`config.mk`:
```
export PLATFORM = sky130hd
export DESIGN_NAME = interrupt_vector_trap_unit
export DESIGN_NICKNAME = d
export VERILOG_FILES = /design/src/core/ivt_pkg.sv /design/src/core/node_ctrl.sv /design/src/core/interrupt_vector_trap_unit.sv
export SDC_FILE = /design/constraint.sdc
export NUM_CORES = 1
export LEC_CHECK = 0
export BUFFER_PORTS_ARGS = -buffer_cell sky130_fd_sc_hd__buf_4
export CORE_ASPECT_RATIO = 0.5
export CORE_UTILIZATION = 29
export CTS_CLUSTER_SIZE = 25
export DETAILED_ROUTE_END_ITERATION = 10
export GPL_TIMING_DRIVEN = 0
export PLACE_DENSITY = 0.54
export SLEW_MARGIN = 20
export SYNTH_ARGS = -nofsm -noshare
export SYNTH_HDL_FRONTEND = slang
export SYNTH_SLANG_ARGS = --single-unit
```
`constraint.sdc`:
```
create_clock -name clk -period 10.3 [get_ports clk]
set_clock_uncertainty 0.05 [all_clocks]
set_input_delay 0.515 -clock clk [delete_from_list [all_inputs] [get_ports clk]]
set_output_delay 0.515 -clock clk [all_outputs]
set_load 0.05 [all_outputs]
```
`src/core/ivt_pkg.sv`:
```
// Constants, register map and types of the interrupt vector and trap unit
package ivt_pkg;
  localparam int ADDR_W    = 8;
  localparam int DATA_W    = 16;
  localparam int SEG_W     = 8;
  localparam int OFS_W     = 16;
  localparam int TNUM_W    = 7;
  localparam int LVL_W     = 4;
  localparam int NUM_NODES = 8;
  localparam int NIDX_W    = 3;
  localparam int NUM_TRAPS = 8;
  localparam int NUM_CLS_A = 4;
  localparam int NUM_EVT   = 2;

  // Register byte addresses
  localparam logic [ADDR_W-1:0] ADR_VSEG     = 8'h00;
  localparam logic [ADDR_W-1:0] ADR_CPUCFG1  = 8'h02;
  localparam logic [ADDR_W-1:0] ADR_TRAPFLAG = 8'h04;
  localparam logic [ADDR_W-1:0] ADR_IRQSTAT  = 8'h06;
  localparam logic [ADDR_W-1:0] ADR_IRQMASK  = 8'h08;
  localparam logic [ADDR_W-1:0] ADR_NODE0    = 8'h10;
  localparam logic [ADDR_W-1:0] ADR_NODE_STP = 8'h02;

  // Field layout
  localparam int VSC_LSB  = 0;
  localparam int VSC_W    = 2;
  localparam int NREQ_BIT = 7;
  localparam int NEN_BIT  = 6;
  localparam int NLVL_LSB = 0;
  localparam int EVT_TRAP = 0;
  localparam int EVT_INT  = 1;

  // Reset values
  localparam logic [SEG_W-1:0]   VSEG_RST   = 8'h00;
  localparam logic [VSC_W-1:0]   VSC_RST    = 2'h0;
  localparam logic [NUM_EVT-1:0] MASK_RST   = 2'h0;
  // Shift of the trap number for spacing code 0: 4 bytes, two words
  localparam int                 SPC_SHIFT  = 2;

  // Hardware trap numbers, flag index 0..3 class A, 4..7 share class B
  localparam logic [NUM_TRAPS-1:0][TNUM_W-1:0] HW_TRAP_NUM = {
    7'h0a, 7'h0a, 7'h0a, 7'h0a, 7'h08, 7'h06, 7'h04, 7'h02};

  // Node trap numbers: unassigned 57..54, end of subchannel 4c, timers and receive
  localparam logic [NUM_NODES-1:0][TNUM_W-1:0] NODE_TRAP_NUM = {
    7'h57, 7'h56, 7'h55, 7'h54, 7'h4c, 7'h2b, 7'h21, 7'h20};

  typedef enum logic [1:0] {
    TCLS_NONE = 2'b00,
    TCLS_B    = 2'b01,
    TCLS_A    = 2'b10
  } trap_cls_e;

  typedef enum logic [0:0] {
    ST_IDLE  = 1'b0,
    ST_OFFER = 1'b1
  } vec_state_e;
endpackage

```
`src/core/node_ctrl.sv`:
```
// Control register of one interrupt node: request, enable, priority level
`timescale 1ns/1ps
module node_ctrl
  import ivt_pkg::*;
(
  input  wire logic             clk,      // System clock
  input  wire logic             reset_n,  // Async reset
  input  wire logic             wr,       // Write to this node register
  input  wire logic [DATA_W-1:0] wdata,   // Write data
  input  wire logic             hw_req,   // Peripheral request pulse
  input  wire logic             ack_clr,  // Vector taken by the core
  output logic                  req,      // Request flag
  output logic                  en,       // Enable flag
  output logic [LVL_W-1:0]      lvl       // Priority level
);
  import ivt_pkg::*;

  typedef struct packed {
    logic             req;
    logic             en;
    logic [LVL_W-1:0] lvl;
  } node_s;

  node_s st_r;
  node_s st_nxt;

  always_comb begin
    st_nxt = st_r;
    if (ack_clr) begin
      st_nxt.req = 1'b0;
    end
    if (wr) begin
      st_nxt.req = wdata[NREQ_BIT];
      st_nxt.en  = wdata[NEN_BIT];
      st_nxt.lvl = wdata[NLVL_LSB +: LVL_W];
    end
    // Hardware request wins over a clear in the same cycle
    if (hw_req) begin
      st_nxt.req = 1'b1;
    end
  end

  always_ff @(posedge clk or negedge reset_n) begin
    if (!reset_n) begin
      st_r <= '0;
    end else begin
      st_r <= st_nxt;
    end
  end

  assign req = st_r.req;
  assign en  = st_r.en;
  assign lvl = st_r.lvl;
endmodule

```
`src/core/interrupt_vector_trap_unit.sv`:
```
// Vector generation, node arbitration and hardware trap handling
//
// The plain strobed port and the placing of the registers were chosen for this implementation.
`timescale 1ns/1ps
module interrupt_vector_trap_unit
  import ivt_pkg::*;
(
  input  wire logic                          clk,          // System clock, 100 MHz
  input  wire logic                          reset_n,      // Async reset, active low
  input  wire logic [ivt_pkg::ADDR_W-1:0]    addr,         // Register byte address
  input  wire logic [ivt_pkg::DATA_W-1:0]    wdata,        // Register write data
  input  wire logic                          wr_en,        // Write strobe
  input  wire logic                          rd_en,        // Read strobe
  output logic      [ivt_pkg::DATA_W-1:0]    rdata,        // Read data, cycle after rd_en
  input  wire logic [ivt_pkg::NUM_NODES-1:0] node_req_in,  // Peripheral request pulses
  input  wire logic [ivt_pkg::NUM_TRAPS-1:0] hw_trap_in,   // Hardware trap pulses
  input  wire logic [ivt_pkg::LVL_W-1:0]     cpu_level,    // Current CPU priority
  input  wire logic                          vector_ack,   // Core takes the vector
  input  wire logic                          trap_return,  // Core leaves trap service
  output logic                               vector_valid, // Vector offered
  output logic      [23:0]                   vector_addr,  // Segment and offset
  output logic      [ivt_pkg::TNUM_W-1:0]    vector_num,   // Trap number
  output logic                               vector_is_trap, // Offered vector is a trap
  output logic      [ivt_pkg::LVL_W-1:0]     vector_level, // Level of offered node
  output logic                               trap_active,  // Trap service running
  output logic                               xfer_block,   // Event transfers held off
  output logic                               irq           // Unmasked status pending
);
  import ivt_pkg::*;

  typedef struct packed {
    vec_state_e           st;
    logic [SEG_W-1:0]     vseg;
    logic [VSC_W-1:0]     vsc;
    logic [NUM_TRAPS-1:0] tflag;
    logic [NUM_TRAPS-1:0] tpend;
    trap_cls_e            tcls;
    logic [NUM_EVT-1:0]   istat;
    logic [NUM_EVT-1:0]   imask;
    logic [DATA_W-1:0]    rdata;
    logic [23:0]          vaddr;
    logic [TNUM_W-1:0]    vnum;
    logic                 vtrap;
    logic [LVL_W-1:0]     vlvl;
    trap_cls_e            vcls;
    logic [NIDX_W-1:0]    vnode;
  } unit_s;

  unit_s st_r;
  unit_s st_nxt;

  logic [NUM_NODES-1:0]            n_req;
  logic [NUM_NODES-1:0]            n_en;
  logic [NUM_NODES-1:0][LVL_W-1:0] n_lvl;
  logic [NUM_NODES-1:0]            n_wr;
  logic [NUM_NODES-1:0]            n_ack;

  // Node selection
  logic              int_found;
  logic [NIDX_W-1:0] int_idx;
  logic [LVL_W-1:0]  int_lvl;
  // Trap selection
  logic              trap_found;
  logic [NIDX_W-1:0] trap_idx;
  trap_cls_e         trap_cls;
  logic              take;
  logic [NUM_EVT-1:0] evt;

  genvar g;
  generate
    for (g = 0; g < NUM_NODES; g++) begin : gen_node
      node_ctrl u_node (
        .clk     (clk),
        .reset_n (reset_n),
        .wr      (n_wr[g]),
        .wdata   (wdata),
        .hw_req  (node_req_in[g]),
        .ack_clr (n_ack[g]),
        .req     (n_req[g]),
        .en      (n_en[g]),
        .lvl     (n_lvl[g])
      );
    end
  endgenerate

  function automatic logic [ADDR_W-1:0] node_adr(input int i);
    node_adr = ADR_NODE0 + ADDR_W'(i) * ADR_NODE_STP;
  endfunction

  // Offset grows with the spacing code; table base from the segment
  function automatic logic [23:0] vec_of(input logic [SEG_W-1:0] seg,
                                         input logic [VSC_W-1:0] vsc,
                                         input logic [TNUM_W-1:0] num);
    logic [OFS_W-1:0] ofs;
    ofs    = OFS_W'(num) << (SPC_SHIFT + int'(vsc));
    vec_of = {seg, ofs};
  endfunction

  always_comb begin
    n_wr = '0;
    for (int i = 0; i < NUM_NODES; i++) begin
      n_wr[i] = wr_en && (addr == node_adr(i));
    end
  end

  // Highest level wins, ties go to the lower node index
  always_comb begin
    int_found = 1'b0;
    int_idx   = '0;
    int_lvl   = '0;
    for (int i = 0; i < NUM_NODES; i++) begin
      if (n_req[i] && n_en[i] && (n_lvl[i] > cpu_level)) begin
        if (!int_found || (n_lvl[i] > int_lvl)) begin
          int_found = 1'b1;
          int_idx   = NIDX_W'(i);
          int_lvl   = n_lvl[i];
        end
      end
    end
  end

  // Lowest flag index is the most urgent trap
  always_comb begin
    trap_found = 1'b0;
    trap_idx   = '0;
    for (int i = NUM_TRAPS - 1; i >= 0; i--) begin
      if (st_r.tpend[i]) begin
        trap_found = 1'b1;
        trap_idx   = NIDX_W'(i);
      end
    end
    trap_cls = (int'(trap_idx) < NUM_CLS_A) ? TCLS_A : TCLS_B;
  end

  assign take = (st_r.st == ST_OFFER) && vector_ack;

  always_comb begin
    st_nxt = st_r;
    n_ack  = '0;
    evt    = '0;

    // Register writes
    if (wr_en) begin
      if (addr == ADR_VSEG) begin
        st_nxt.vseg = wdata[SEG_W-1:0];
      end else if (addr == ADR_CPUCFG1) begin
        st_nxt.vsc = wdata[VSC_LSB +: VSC_W];
      end else if (addr == ADR_TRAPFLAG) begin
        st_nxt.tflag = st_r.tflag & ~wdata[NUM_TRAPS-1:0];
      end else if (addr == ADR_IRQSTAT) begin
        st_nxt.istat = st_r.istat & ~wdata[NUM_EVT-1:0];
      end else if (addr == ADR_IRQMASK) begin
        st_nxt.imask = wdata[NUM_EVT-1:0];
      end
    end

    // Read data stand only in the cycle after the strobe
    st_nxt.rdata = '0;
    if (rd_en) begin
      if (addr == ADR_VSEG) begin
        st_nxt.rdata = DATA_W'(st_r.vseg);
      end else if (addr == ADR_CPUCFG1) begin
        st_nxt.rdata = DATA_W'(st_r.vsc);
      end else if (addr == ADR_TRAPFLAG) begin
        st_nxt.rdata = DATA_W'(st_r.tflag);
      end else if (addr == ADR_IRQSTAT) begin
        st_nxt.rdata = DATA_W'(st_r.istat);
      end else if (addr == ADR_IRQMASK) begin
        st_nxt.rdata = DATA_W'(st_r.imask);
      end else begin
        for (int i = 0; i < NUM_NODES; i++) begin
          if (addr == node_adr(i)) begin
            st_nxt.rdata[NREQ_BIT]              = n_req[i];
            st_nxt.rdata[NEN_BIT]               = n_en[i];
            st_nxt.rdata[NLVL_LSB +: LVL_W]     = n_lvl[i];
          end
        end
      end
    end

    if (trap_return) begin
      st_nxt.tcls = TCLS_NONE;
    end

    case (st_r.st)
      ST_IDLE: begin
        // No mask or enable gates a pending trap
        if (trap_found && (trap_cls > st_r.tcls)) begin
          st_nxt.st    = ST_OFFER;
          st_nxt.vtrap = 1'b1;
          st_nxt.vnum  = HW_TRAP_NUM[trap_idx];
          st_nxt.vaddr = vec_of(st_r.vseg, st_r.vsc, HW_TRAP_NUM[trap_idx]);
          st_nxt.vlvl  = '0;
          st_nxt.vcls  = trap_cls;
          st_nxt.vnode = trap_idx;
        end else if (int_found && (st_r.tcls == TCLS_NONE)) begin
          st_nxt.st    = ST_OFFER;
          st_nxt.vtrap = 1'b0;
          st_nxt.vnum  = NODE_TRAP_NUM[int_idx];
          st_nxt.vaddr = vec_of(st_r.vseg, st_r.vsc, NODE_TRAP_NUM[int_idx]);
          st_nxt.vlvl  = int_lvl;
          st_nxt.vcls  = TCLS_NONE;
          st_nxt.vnode = int_idx;
        end
      end
      ST_OFFER: begin
        if (take) begin
          st_nxt.st = ST_IDLE;
          if (st_r.vtrap) begin
            st_nxt.tcls = st_r.vcls;
            evt[EVT_TRAP] = 1'b1;
            // Class B traps share one vector, so one entry serves them all
            if (st_r.vcls == TCLS_B) begin
              for (int i = NUM_CLS_A; i < NUM_TRAPS; i++) begin
                st_nxt.tpend[i] = 1'b0;
              end
            end else begin
              st_nxt.tpend[st_r.vnode] = 1'b0;
            end
          end else begin
            n_ack[st_r.vnode] = 1'b1;
            evt[EVT_INT]      = 1'b1;
          end
        end
      end
      default: begin
        st_nxt.st = ST_IDLE;
      end
    endcase

    // New events win over clears in the same cycle
    st_nxt.tflag = st_nxt.tflag | hw_trap_in;
    st_nxt.tpend = st_nxt.tpend | hw_trap_in;
    st_nxt.istat = st_nxt.istat | evt;
  end

  always_ff @(posedge clk or negedge reset_n) begin
    if (!reset_n) begin
      st_r      <= '0;
      st_r.st   <= ST_IDLE;
      st_r.vseg <= VSEG_RST;
      st_r.vsc  <= VSC_RST;
      st_r.imask <= MASK_RST;
      st_r.tcls <= TCLS_NONE;
      st_r.vcls <= TCLS_NONE;
    end else begin
      st_r <= st_nxt;
    end
  end

  assign rdata          = st_r.rdata;
  assign vector_valid   = (st_r.st == ST_OFFER);
  assign vector_addr    = st_r.vaddr;
  assign vector_num     = st_r.vnum;
  assign vector_is_trap = st_r.vtrap;
  assign vector_level   = st_r.vlvl;
  assign trap_active    = (st_r.tcls != TCLS_NONE);
  assign xfer_block     = (st_r.tcls != TCLS_NONE);
  assign irq            = |(st_r.istat & st_r.imask);
endmodule

```
After elaboration in Yosys (flattened, before gate mapping)
Memories as Yosys holds them, arrays and structs flattened.
Cells that the tools add are included.
Storage, ports and cells
  input port bits: 50
  logic and storage cells: 294
  register bits after elaboration: 138
  ROM bits: 112
  memories kept: 2
  output and inout port bits: 56
Memory list
  (name not given): depth 8, width 7, rd ports 1, clocked after memory_dff 0, write ports 0, line interrupt_vector_trap_unit.sv:200  | st_nxt.vaddr = vec_of(st_r.vseg, st_r.vsc, NODE_TRAP_NUM[int_idx]);
  (name not given): depth 8, width 7, rd ports 1, clocked after memory_dff 0, write ports 0, line interrupt_vector_trap_unit.sv:192  | st_nxt.vaddr = vec_of(st_r.vseg, st_r.vsc, HW_TRAP_NUM[trap_idx]);
Operators by class
  bitwise logic cells: 15
  reductions and logical operators: 59
  equality and inequality tests: 13
  mux-type cells: 142
  shift operators: 2
  $add $sub $neg: 1
  order comparisons: 21
Operators by type and width (number)
  $mux W4: 30
  $mux W8: 12
  $mux W41: 2
  $eq A8 B5 Y1 const B: 8
  $gt A4 B4 Y1: 15
  $mux W3: 20
  $mux W6: 8
  $mux W1: 47
  $mux W2: 16
  $shl A7 B32 Y16: 1
  $mux W10: 3
  $logic_and A1 B1 Y1: 28
  $reduce_bool A3 Y1: 8
  $and A8 B8 Y8: 2
  $eq A8 B3 Y1 const B: 2
  $not A8 Y8: 2
  $or A8 B8 Y8: 2
  $shl A7 B3 Y16: 1
  $mux W7: 2
  $lt A3 B4 Y1 const B: 3
  $eq A8 B2 Y1 const B: 1
  $eq A8 B4 Y1 const B: 1
  $logic_not A8 Y1: 1
  $logic_not A1 Y1: 7
  18 further kinds: 31

Logic depth before layout (Yosys ltp)
Gate-level depths: netlist of the first run.
  depth after elaboration: 36
  depth in mapped cells: 69
  gate-level depth less buffers: 64

Hierarchy
A second synthesis of the first run with hierarchy kept.
Second synthesis, totals
  cell total of the unflattened synthesis: 904
  area total of the unflattened synthesis: 8589.5 um2
By module, submodules not included
  interrupt_vector_trap_unit: area an instance 6567.5 um2, cells an instance 784, times used 1, seq. area each 2001.9 um2
  node_ctrl: area an instance 252.7 um2, cells an instance 15, times used 8, seq. area each 150.1 um2

Least setup slack after synthesis of the first run
No wires, ideal clock.
  path type: input-to-reg
  start: input cpu_level[3] (netlist name)
  end: register st_r, in the netlist vector_addr[8]
  path buffers: 2
  setup slack: -1.408 ns
  stages on the path: 61
  data arrival time: 11.523 ns
  cells stage by stage: inv_1 -> ha_1 -> and3_4 -> a221o_1 -> nand3_1 -> ha_1 -> o21ai_0 -> nand2b_1 -> a311oi_1 -> nor2_1 -> nor2_1 -> ha_1 -> nor2b_1 -> o21ai_0 -> a21oi_1 -> o21a_1 -> a221oi_1 -> nor2_1 -> [... 25 more ...] -> nand3b_1 -> o21a_1 -> clkbuf_1 -> a31o_1 -> a21oi_1 -> inv_1 -> ha_1 -> nand4_1 -> nand3_1 -> o21ai_1 -> a21oi_1 -> inv_1 -> ha_1 -> inv_1 -> o2111ai_1 -> nor3_1 -> xor2_1 -> o211ai_1
Between the ends
  longest elaborated chain between the ends: 36
Ends and longest elaborated chain
  start, declared: line interrupt_vector_trap_unit.sv:17  | input wire logic [ivt_pkg::LVL_W-1:0] cpu_level,
  $gt A4 B4 Y1: line interrupt_vector_trap_unit.sv:112  | if (n_req[i] && n_en[i] && (n_lvl[i] > cpu_level)) begin
  $logic_and A1 B1 Y1: line interrupt_vector_trap_unit.sv:112
  $mux W4 or $mux W1 (tied branches): line interrupt_vector_trap_unit.sv:112
  $gt A4 B4 Y1 or $logic_not A1 Y1 (tied branches): line interrupt_vector_trap_unit.sv:113  | if (!int_found || (n_lvl[i] > int_lvl)) begin
  $logic_or A1 B1 Y1: line interrupt_vector_trap_unit.sv:113
  $mux W4 or $mux W1 (tied branches): line interrupt_vector_trap_unit.sv:113
  $mux W4 or $mux W1 (tied branches): line interrupt_vector_trap_unit.sv:112
  $gt A4 B4 Y1 or $logic_not A1 Y1 (tied branches): line interrupt_vector_trap_unit.sv:113
  [... 20 more ...]
  $logic_or A1 B1 Y1: line interrupt_vector_trap_unit.sv:113
  $mux W3: line interrupt_vector_trap_unit.sv:113
  $mux W3: line interrupt_vector_trap_unit.sv:112
  $mem_v2 Z8 W7
  $mux W7 (implied by the code): line interrupt_vector_trap_unit.sv:200
  $shl A7 B3 Y16: line interrupt_vector_trap_unit.sv:95  | ofs = OFS_W'(num) << (SPC_SHIFT + int'(vsc));
  $mux W41: line interrupt_vector_trap_unit.sv:196  | end else if (int_found && (st_r.tcls == TCLS_NONE)) begin
  $mux W41: line interrupt_vector_trap_unit.sv:188  | if (trap_found && (trap_cls > st_r.tcls)) begin
  end signal, assigned: line interrupt_vector_trap_unit.sv:247  | st_r <= st_nxt;
  end, declared: line interrupt_vector_trap_unit.sv:49  | unit_s st_r;
Parallel ways exist; a longest one is shown, timed or not. The select of a mux whose other input is x is not followed.
A chain may end at the register's enable or synchronous reset.

Worst setup path after layout of the first run
  start: register gen_node[0].u_node.st_r, in the netlist gen_node[0].u_node.lvl[3]
  end: register st_r, in the netlist vector_addr[3]
Between the ends
  longest elaborated chain between the ends: 36
Ends and longest elaborated chain
  start, declared: line node_ctrl.sv:24  | node_s st_r;
  start signal, assigned: line node_ctrl.sv:47  | st_r <= st_nxt;
  $gt A4 B4 Y1: line interrupt_vector_trap_unit.sv:112
  $logic_and A1 B1 Y1: line interrupt_vector_trap_unit.sv:112
  $mux W4 or $mux W1 (tied branches): line interrupt_vector_trap_unit.sv:112
  $gt A4 B4 Y1 or $logic_not A1 Y1 (tied branches): line interrupt_vector_trap_unit.sv:113
  $logic_or A1 B1 Y1: line interrupt_vector_trap_unit.sv:113
  $mux W4 or $mux W1 (tied branches): line interrupt_vector_trap_unit.sv:113
  $mux W4 or $mux W1 (tied branches): line interrupt_vector_trap_unit.sv:112
  $gt A4 B4 Y1 or $logic_not A1 Y1 (tied branches): line interrupt_vector_trap_unit.sv:113
  [... 20 more ...]
  $logic_or A1 B1 Y1: line interrupt_vector_trap_unit.sv:113
  $mux W3: line interrupt_vector_trap_unit.sv:113
  $mux W3: line interrupt_vector_trap_unit.sv:112
  $mem_v2 Z8 W7
  $mux W7 (implied by the code): line interrupt_vector_trap_unit.sv:200
  $shl A7 B3 Y16: line interrupt_vector_trap_unit.sv:95
  $mux W41: line interrupt_vector_trap_unit.sv:196
  $mux W41: line interrupt_vector_trap_unit.sv:188
Parallel ways exist; a longest one is shown, timed or not. The select of a mux whose other input is x is not followed.

==> results.md, run 1 <==
* CP arrival at 11350 ps
* Top-area cell type share of the netlist area at 36.8%
* Netlist cell types at 75
* Sequential Area at 3210 um^2
* Die width at 247 um
* Die outline height at 124 um
* Overflow left after global routing at 0
* Per-cell routed wire length at 20.0 um
* Post-route setup slack at -812 ps
* Top Ports at 106
* Num CTS Buffers at 17
* Clk slew on worst S/H paths at 60 ps
* Root Buffer Master: clkbuf_16
* Cell internal pwr at 0.00112 W
* Vias/cell at 5.39
* Row count at 44
* Dominant synthesized flop cell: dfrtp_1
* Failing checks: design-rule violations, negative setup slack
* Crit. End Element: flop
* Area of the multi-input gates at 5650 um^2
* Post-synth EDFFs at 0
* Critical-path top delay cell: dfrtp_2
* Core area at 29200 um^2
* RSZ-0062 raised after global routing: yes
* Layout net count at 1214
* Syn-to-layout area delta at 36.7%
* Post-Route WL at 30100 um
* Crit Path Class: reg2reg
* Least-Margin Pin Slew at 990 ps
* Critical Path RT at 10540 ps
* Slew Viols, Final at 0
* Status: finished with violations
* GRT Overall Usage at 19.7%
* Initial core utilization at 29.7%
* Max-Cap Viols at 0
* Finish-stage setup viols at 21
* Leak at 5.26 nW
* # DRC at 6
* Relative slew slack at 33.5%
* P per Cell Area at 151 nW/um^2
* Clk pwr share at 32.6%
* Logic pwr share at 34.4%
* Fin. Hold Viols at 0
* Sequential area share after synthesis at 36.8%
* Cell Area, Synth at 8700 um^2
* Net Sw Power at 0.000679 W
* Antenna violations before repair at 0
* Placer congestion estimate at 0.924
* Cell repeated most along the worst path: ha_1
* Syn avg cell area at 9.55 um^2
* Maximum clock path buffer count at 2
* Critical path launch point type: flop
* Share of power burned in registers at 33.0%
* Tot Pwr at 0.00180 W
* Slowest stage delay, CP at 430 ps
* Setup TNS at -10660 ps
* Initial DRT Pass Iterations at 8
* Port Buffers at 82
* Max VDD drop at 109 uV
* Seq cells post-synth at 128
* Clock Latency Late Sink at 420 ps
* CP Max Fanout at 6
* Antenna violation net count after detailed routing at 0
* Non-Filler Cell Area, Final at 11900 um^2
* Placement-stage cell area at 10200 um^2
* Via count at 8092
* Cells after DPL at 1395
* Layout Cells excl Fill at 1502
* Largest net degree at the start of global routing at 74
* Fmax at 90.0 MHz
* Switching part of the total at 37.7%
* CTS tree: yes
* H-tree depth at 4
* Number of global-route vias before repair at 8046
* Area contributors post-synth: dfrtp_1, ha_1, mux2_2, buf_4, nand2_1
* Async SR Flop Fraction at 100%
* Hold_ws at 228 ps
* Leading area contributor after synthesis: dfrtp_1
* First-pass GRT wire length at 46700 um
* CTS sink cnt at 128
* Placed wire-length estimate at 21700 um
* Share of cells above drive strength 1 at 39.2%
* YS warnings at 0
* Iter 0 DRT Violations at 764
* Syn Inst Count at 911
* Min Tclk post-route at 11110 ps
* Total die area at 30700 um^2
* Period utilization at 108%
* Fillers at 2801
* Antenna cell count at 0
* Hold WC Path Type: in2reg
## flip-flops by register name, indices dropped and copies added (netlist names)
| name | cells |
|---|---|
| st_r | 37 |
| gen_node.u_node.lvl | 32 |
| vector_addr | 22 |
| gen_node.u_node.en | 8 |
| gen_node.u_node.req | 8 |
| rdata | 8 |
| vector_num | 7 |
| vector_level | 4 |
| vector_is_trap | 1 |
| vector_valid | 1 |
## cells in the final DEF, fill, tap and decap left out, drive strengths merged, types with 6 or more instances in the layout
cell type	netlist	routed
buf	61	220
dfrtp	128	128
nand2	74	74
mux2	66	66
ha	66	66
o21ai	58	58
nor2	42	42
clkbuf	26	42
a21oi	40	40
inv	35	36
a21o	31	31
nand3	30	30
nor2b	22	22
nand2b	19	19
nand4	18	18
nor3	15	15
and3	14	14
o31ai	12	12
a22oi	11	11
a221oi	11	11
o211ai	10	10
conb	1	10
and2	8	8
clkinvlp	0	7
o221ai	7	7
a32oi	7	7
a22o	7	7
a311oi	7	7
o22ai	7	7
mux2i	6	6
## metrics by stage
| stage | setup slack, ps | util [%] |
|---|---|---|
| after detailed placement | -2250 | 34.8 |
| after global placement | -2110 | 34.6 |
| final | -812 | 40.7 |
| after floorplan | -250 | - |
| after CTS | -664 | 39.5 |
| after global routing | -1320 | 40.7 |
## critical path, delay by kind of cell (launching register included)
family / cells / cell delay, ps
compound gates: 30 / 5280
fa+ha+maj: 9 / 2410
buf+inv: 6 / 900
flops: 1 / 430
simple gates: 16 / 1900
## cell type report
| cell class | instances | area share (%) |
|---|---|---|
| Buffer | 85 | 4.69 |
| Clock buffer | 18 | 3.61 |
| Clock inverter | 14 | 1.13 |
| Inverter | 35 | 1.20 |
| Multi-Input combinational cell | 670 | 47.5 |
| Sequential cell | 128 | 27.0 |
| Tap cell | 391 | 4.11 |
| Timing Repair Buffer | 161 | 10.7 |
## synthesized netlist by cell type (10+ instances only)
library cell and count:
nand3_1 30, ha_1 66, o21ai_0 45, nand2_1 73, dfrtp_1 128, clkbuf_1 25, o211ai_1 10, mux2_2 58
a21o_1 31, inv_1 35, a21oi_1 38, nor3_1 15, nor2b_1 22, nand4_1 17, o21ai_1 12, o31ai_1 12
nand2b_1 19, and3_1 13, nor2_1 41, a22oi_1 11, buf_4 55
## cells by family after synthesis
group	synth area share (%)
mux	9.24
buf+inv	7.78
compound gates	21.0
simple gates	15.5
xor+xnor	0.101
flops	36.8
fa+ha+maj	9.50
other cells	0.0431
## path summary, 6_finish.rpt
| check | startpoint | cells after the start | end | slack (ps) |
|---|---|---|---|---|
| min in group asynchronous | reset_n | 2 | gen_node[4].u_node.lvl[3] | 530 |
| setup reg to reg | gen_node[0].u_node.lvl[3] | 61 | vector_addr[3] | -810 |
| hold / removal | vector_ack | 2 | vector_valid | 230 |
| max in group asynchronous | reset_n | 3 | gen_node[0].u_node.lvl[0] | 8930 |
| hold reg to reg | vector_num[1] | 1 | vector_num[1] | 430 |
| setup / recovery | gen_node[0].u_node.lvl[3] | 61 | vector_addr[3] | -810 |
## power by group through the flow
stage	clock network, W	registers [W]	logic [W]
after global routing	0.000617	0.000601	0.000667
after global placement	0	0.000602	0.000560
after CTS	0.000594	0.000593	0.000602
after detailed placement	0	0.000602	0.000570
after floorplan	0	0.000594	0.000394
final	0.000587	0.000595	0.000619
## metal layers
metal / wire length [um] / global-route usage (%)
met1: 14000 / 27.5
met2: 14200 / 31.8
met3: 1380 / 2.93
met4: 487 / 4.76
met5: 0 / 0
## timing repair
item / CTS / global route
endpoints found under the setup margin: 24 / 24
resized for setup: 72 / 44
hold buffers: 1 / 0
hold endpoints to repair: 32 / 0
pin swaps: 54 / 42
buffers inserted: 60 / 17
Power figures use the tool's default switching activity.
==> inputs of run 2 (changes only) <==
--- a/config.mk
+++ b/config.mk
@@ -16,3 +16,4 @@
 export SYNTH_ARGS = -nofsm -noshare
 export SYNTH_HDL_FRONTEND = slang
 export SYNTH_SLANG_ARGS = --single-unit
+export TNS_END_PERCENT = 10
==> results.md, run 2 (same netlist as run 1, synthesis figures left out) <==
* Status: finished with violations
* Failing checks: design-rule violations, negative setup slack
* Top Ports at 106
* Syn-to-layout area delta at 36.6%
* Vias/cell at 5.38
* Pre-CTS WS at -2380 ps
* RSZ-0062 raised after global routing: yes
* Least-Margin Pin Slew at 968 ps
* Clk slew on worst S/H paths at 60 ps
* Initial core utilization at 29.7%
* Critical Path RT at 10540 ps
* Root Buffer Master: clkbuf_16
* Worst reg2reg startpoint: gen_node[0].u_node.lvl[2]
* Fin. Hold Viols at 0
* Core area at 29200 um^2
* GRT Overall Usage at 19.5%
* Hold WC Path Type: in2reg
* Placer congestion estimate at 0.932
* Commonest cells after routing, fill and taps aside: buf_4, dfrtp_1, nand2_1
* Most common cell after layout, fill and taps aside: buf_4
* Slew Viols, Final at 0
* Fmax at 89.6 MHz
* Max reg flops at 37
* Crit. End Element: flop
* Crit Path Class: reg2reg
* CP Max Fanout at 8
* Top reg by flops: st_r
* Antenna violation net count after detailed routing at 0
* P per Cell Area at 156 nW/um^2
* Number of global-route vias before repair at 7969
* Cell repeated most along the worst path: ha_1
* Max VDD drop at 120 uV
* Antenna violations before repair at 0
* Non-Filler Cell Area, Final at 11900 um^2
* Min Tclk post-route at 11170 ps
* Iter 0 DRT Violations at 814
* Per-cell routed wire length at 19.9 um
* Reg2reg setup slack at -870 ps
* Hold worst-path end: st_r[62]
* Num CTS Buffers at 17
* Critical-path top delay cell: dfrtp_2
* Maximum clock path buffer count at 2
* HP Start: trap_return
* Critical path launch point type: flop
* Die width at 247 um
* Clock Latency Late Sink at 420 ps
* Port Buffers at 82
* Die outline height at 124 um
* Placed wire-length estimate at 21800 um
* Post-Route WL at 30000 um
* Leak at 5.26 nW
* Relative slew slack at 35.4%
* Row count at 44
* Hold path cells at 2
* Placement-stage cell area at 10200 um^2
* First-pass GRT wire length at 46300 um
* CP arrival at 11410 ps
* Share of cells above drive strength 1 at 38.5%
* Cells after DPL at 1395
* CTS tree: yes
* Period utilization at 108%
* Slowest stage delay, CP at 430 ps
* Layout Cells excl Fill at 1505
* Hold_ws at 230 ps
* Overflow left after global routing at 0
* Post-route setup slack at -866 ps
* H-tree depth at 4
* Total die area at 30700 um^2
* Worst R2R End: vector_addr[3]
* CTS sink cnt at 128
* Largest net degree at the start of global routing at 90
* Initial DRT Pass Iterations at 8
* Max-Cap Viols at 0
* Finish-stage setup viols at 19
* R2R cell count at 60
* # DRC at 8
* Via count at 8094
* Tot Pwr at 0.00185 W
* Layout net count at 1216
==> run 2: final cells by class <==
cell class                 count  area (um^2)
fill                        2826        17400
multi-input combinational    670         5590
sequential                   128         3210
timing repair buffer         163         1280
buffer                        85          554
tap                          391          489
clock buffer                  20          457
clock inverter                12          156
inverter                      35          143
antenna                        1         2.50
==> run 2: worst max-delay path: cells and delay by family, from the launching register on <==
kind	cells	cell delay [ps]
AND/OR/NAND/NOR	12	1580
buffers and inverters	6	740
adder cells (fa/ha/maj)	9	2300
flip-flops	1	430
AO/OA/AOI/OAI	33	5890
==> run 2: repair_timing <==
action                                 4_1_cts  5_1_grt
pin swaps                                   48       55
setup endpoints to repair                   24       24
endpoints found under the hold margin       39        0
setup buffers                               53       25
hold buffers                                 1        0
gates resized for setup                     67       34
==> run 2: metal layers <==
layer  track usage [%]  vias up  wire, um
met5                 0        -         0
met4              4.39        0       300
met3              2.43       26      1220
met2              31.4      229     14300
met1              27.6     4118     14200
li1                  -     3721         -
==> run 2: where the power goes <==
part | switching (W) | internal, W | leakage [nW]
clock network | 0.000244 | 0.000395 | 0.289
registers | 0.0000471 | 0.000548 | 1.59
logic | 0.000382 | 0.000237 | 3.39
total | 0.000673 | 0.00118 | 5.26
==> run 2: worst max-delay path by stage <==
stage | from | to | slack [ps] | cells after the start
3_5_place_dp | cpu_level[2] | vector_addr[8] | -2380 | 63
5_1_grt | gen_node[0].u_node.lvl[3] | vector_addr[3] | -1320 | 59
6_report | gen_node[0].u_node.lvl[2] | vector_addr[3] | -870 | 60
2_1_floorplan | cpu_level[3] | vector_addr[6] | -250 | 61
3_3_place_gp | cpu_level[2] | vector_addr[8] | -2120 | 63
4_1_cts | gen_node[0].u_node.lvl[3] | vector_addr[3] | -820 | 59
==> run 2: stage by stage <==
stage	TNS [ps]	util (%)
after CTS	-10870	39.4
after floorplan	-1840	-
final	-11580	40.6
after global routing	-22540	40.6
after detailed placement	-44990	34.8
after global placement	-38340	34.6
==> inputs of run 3 (changes only) <==
--- a/config.mk
+++ b/config.mk
@@ -6,12 +6,14 @@
 export NUM_CORES = 1
 export LEC_CHECK = 0
 export BUFFER_PORTS_ARGS = -buffer_cell sky130_fd_sc_hd__buf_4
+export CELL_PAD_IN_SITES_DETAIL_PLACEMENT = 1
+export CELL_PAD_IN_SITES_GLOBAL_PLACEMENT = 1
 export CORE_ASPECT_RATIO = 0.5
 export CORE_UTILIZATION = 29
 export CTS_CLUSTER_SIZE = 25
 export DETAILED_ROUTE_END_ITERATION = 10
 export GPL_TIMING_DRIVEN = 0
-export PLACE_DENSITY = 0.54
+export PLACE_DENSITY = 0.65
 export SLEW_MARGIN = 20
 export SYNTH_ARGS = -nofsm -noshare
 export SYNTH_HDL_FRONTEND = slang
==> results.md, run 3 (same netlist as run 1, synthesis figures left out) <==
* Status: finished with violations
* Failing checks: design-rule violations, negative setup slack
* CP Max Fanout at 6
* # DRC at 6
* Syn-to-layout area delta at 36.1%
* Finish-stage setup viols at 24
* Logic pwr share at 34.4%
* Port Buffers at 82
* Non-Filler Cell Area, Final at 11800 um^2
* Post-Route WL at 32700 um
* H-tree depth at 4
* Fin. Hold Viols at 0
* Share of power burned in registers at 32.7%
* Num CTS Buffers at 17
* Period utilization at 110%
* Iter 0 DRT Violations at 580
* CP delay by family, top: compound AO/OA/AOI/OAI gates
* Clk slew on worst S/H paths at 70 ps
* Die width at 247 um
* Initial core utilization at 29.7%
* Total die area at 30700 um^2
* Per-cell routed wire length at 21.8 um
* Top reg by flops: st_r
* Critical Path RT at 10540 ps
* Placement-stage cell area at 10200 um^2
* Met2 usage at 34.0%
* Slew Viols, Final at 0
* Crit. End Element: flop
* Grt met3 use at 3.04%
* Grt met1 use at 28.5%
* Antenna violation net count after detailed routing at 0
* Critical-path top delay cell: dfrtp_2
* P per Cell Area at 154 nW/um^2
* Initial DRT Pass Iterations at 8
* RSZ-0062 raised after global routing: yes
* Critical path launch point type: flop
* Most common cell after layout, fill and taps aside: buf_4
* Switching part of the total at 38.1%
* Overflow left after global routing at 0
* CTS tree: yes
* Commonest cells after routing, fill and taps aside: buf_4, dfrtp_1, nand2_1
* Max reg flops at 37
* Vias/cell at 5.44
* Share of cells above drive strength 1 at 38.8%
* Setup TNS at -15030 ps
* GRT Overall Usage at 21.1%
* CTS sink cnt at 128
* Largest net degree at the start of global routing at 77
* Most congested layer reported by global routing: met2
* Row count at 44
* Layout net count at 1213
* Core Util, Final at 40.5%
* Least-Margin Pin Slew at 1180 ps
* Net Sw Power at 0.000693 W
* Antenna cell count at 0
* Fillers at 3269
* Core area at 29200 um^2
* Crit Path Class: reg2reg
* Number of global-route vias before repair at 8575
* Die outline height at 124 um
* Crit path buf inv count at 10
* Top Ports at 106
* Fmax at 88.6 MHz
* First-pass GRT wire length at 49900 um
* Min Tclk post-route at 11280 ps
* CP arrival at 11520 ps
* Clock Latency Late Sink at 440 ps
* Cell internal pwr at 0.00113 W
* Via count at 8172
* Leak at 5.22 nW
* Slowest stage delay, CP at 430 ps
* Clk pwr share at 32.9%
* Maximum clock path buffer count at 2
* Placer congestion estimate at 0.942
* Root Buffer Master: clkbuf_16
* Placed wire-length estimate at 23400 um
* Relative slew slack at 21.1%
* Max-Cap Viols at 0
* Hold WC Path Type: in2reg
* Antenna violations before repair at 0
* Post-route setup slack at -981 ps
* Max VDD drop at 112 uV
run 3: cell count changes in the layout (fill, tap and decap cells not counted), sizes merged:
cell	before	now
buf	222	219
inv	34	37
bufinv	3	1
clkbuf	45	44
diode	1	0
run 3: routing by layer:
layer  vias up  wire (um)
met1      4206      14700
met2       197      15800
li1       3719          -
met3        50       1400
met4         0        781
met5         -          0
run 3: final timing paths:
path                       slack (ps)  cells after the start                      start                        end
max                              -980                     66  gen_node[0].u_node.lvl[3]             vector_addr[8]
min                               210                      2             node_req_in[1]     gen_node[1].u_node.req
max reg2reg                      -980                     66  gen_node[0].u_node.lvl[3]             vector_addr[8]
min reg2reg                       430                      1                   st_r[77]                   st_r[77]
max in group asynchronous        8900                      3                    reset_n  gen_node[0].u_node.lvl[0]
min in group asynchronous         540                      2                    reset_n                   rdata[5]
run 3: power by group through the flow:
stage | Clock (W) | Sequential, W | Combinational [W]
final | 0.000599 | 0.000595 | 0.000627
after global routing | 0.000623 | 0.000601 | 0.000672
after CTS | 0.000604 | 0.000594 | 0.000607
after detailed placement | 0 | 0.000604 | 0.000579
after global placement | 0 | 0.000602 | 0.000565
after floorplan | 0 | 0.000594 | 0.000394
run 3: metrics by stage:
stage,setup WS (ps),power (W),hold WS (ps),std cells
finish,-981,0.00182,208,1501
global route,-1480,0.00190,230,1501
CTS,-818,0.00181,209,1476
detailed placement,-2480,0.00118,416,1395
global placement,-2120,0.00117,409,1393
floorplan,-250,0.000988,169,920
run 3: timing repair:
action	in CTS	in global routing
setup buffers	49	25
pin swaps	45	55
hold buffers	1	0
hold endpoints to repair	52	0
endpoints found under the setup margin	24	24
gates resized for setup	64	43
run 3: cell type report:
class | count | area, um^2 | share of cell area (%)
plain buffers | 85 | 558 | 4.72
repair buffers | 160 | 1250 | 10.6
clock buffers | 19 | 443 | 3.74
well taps | 391 | 489 | 4.13
flip-flops and latches | 128 | 3210 | 27.1
clock inverters | 13 | 129 | 1.09
multi-input cells | 670 | 5620 | 47.5
inverters | 35 | 143 | 1.21
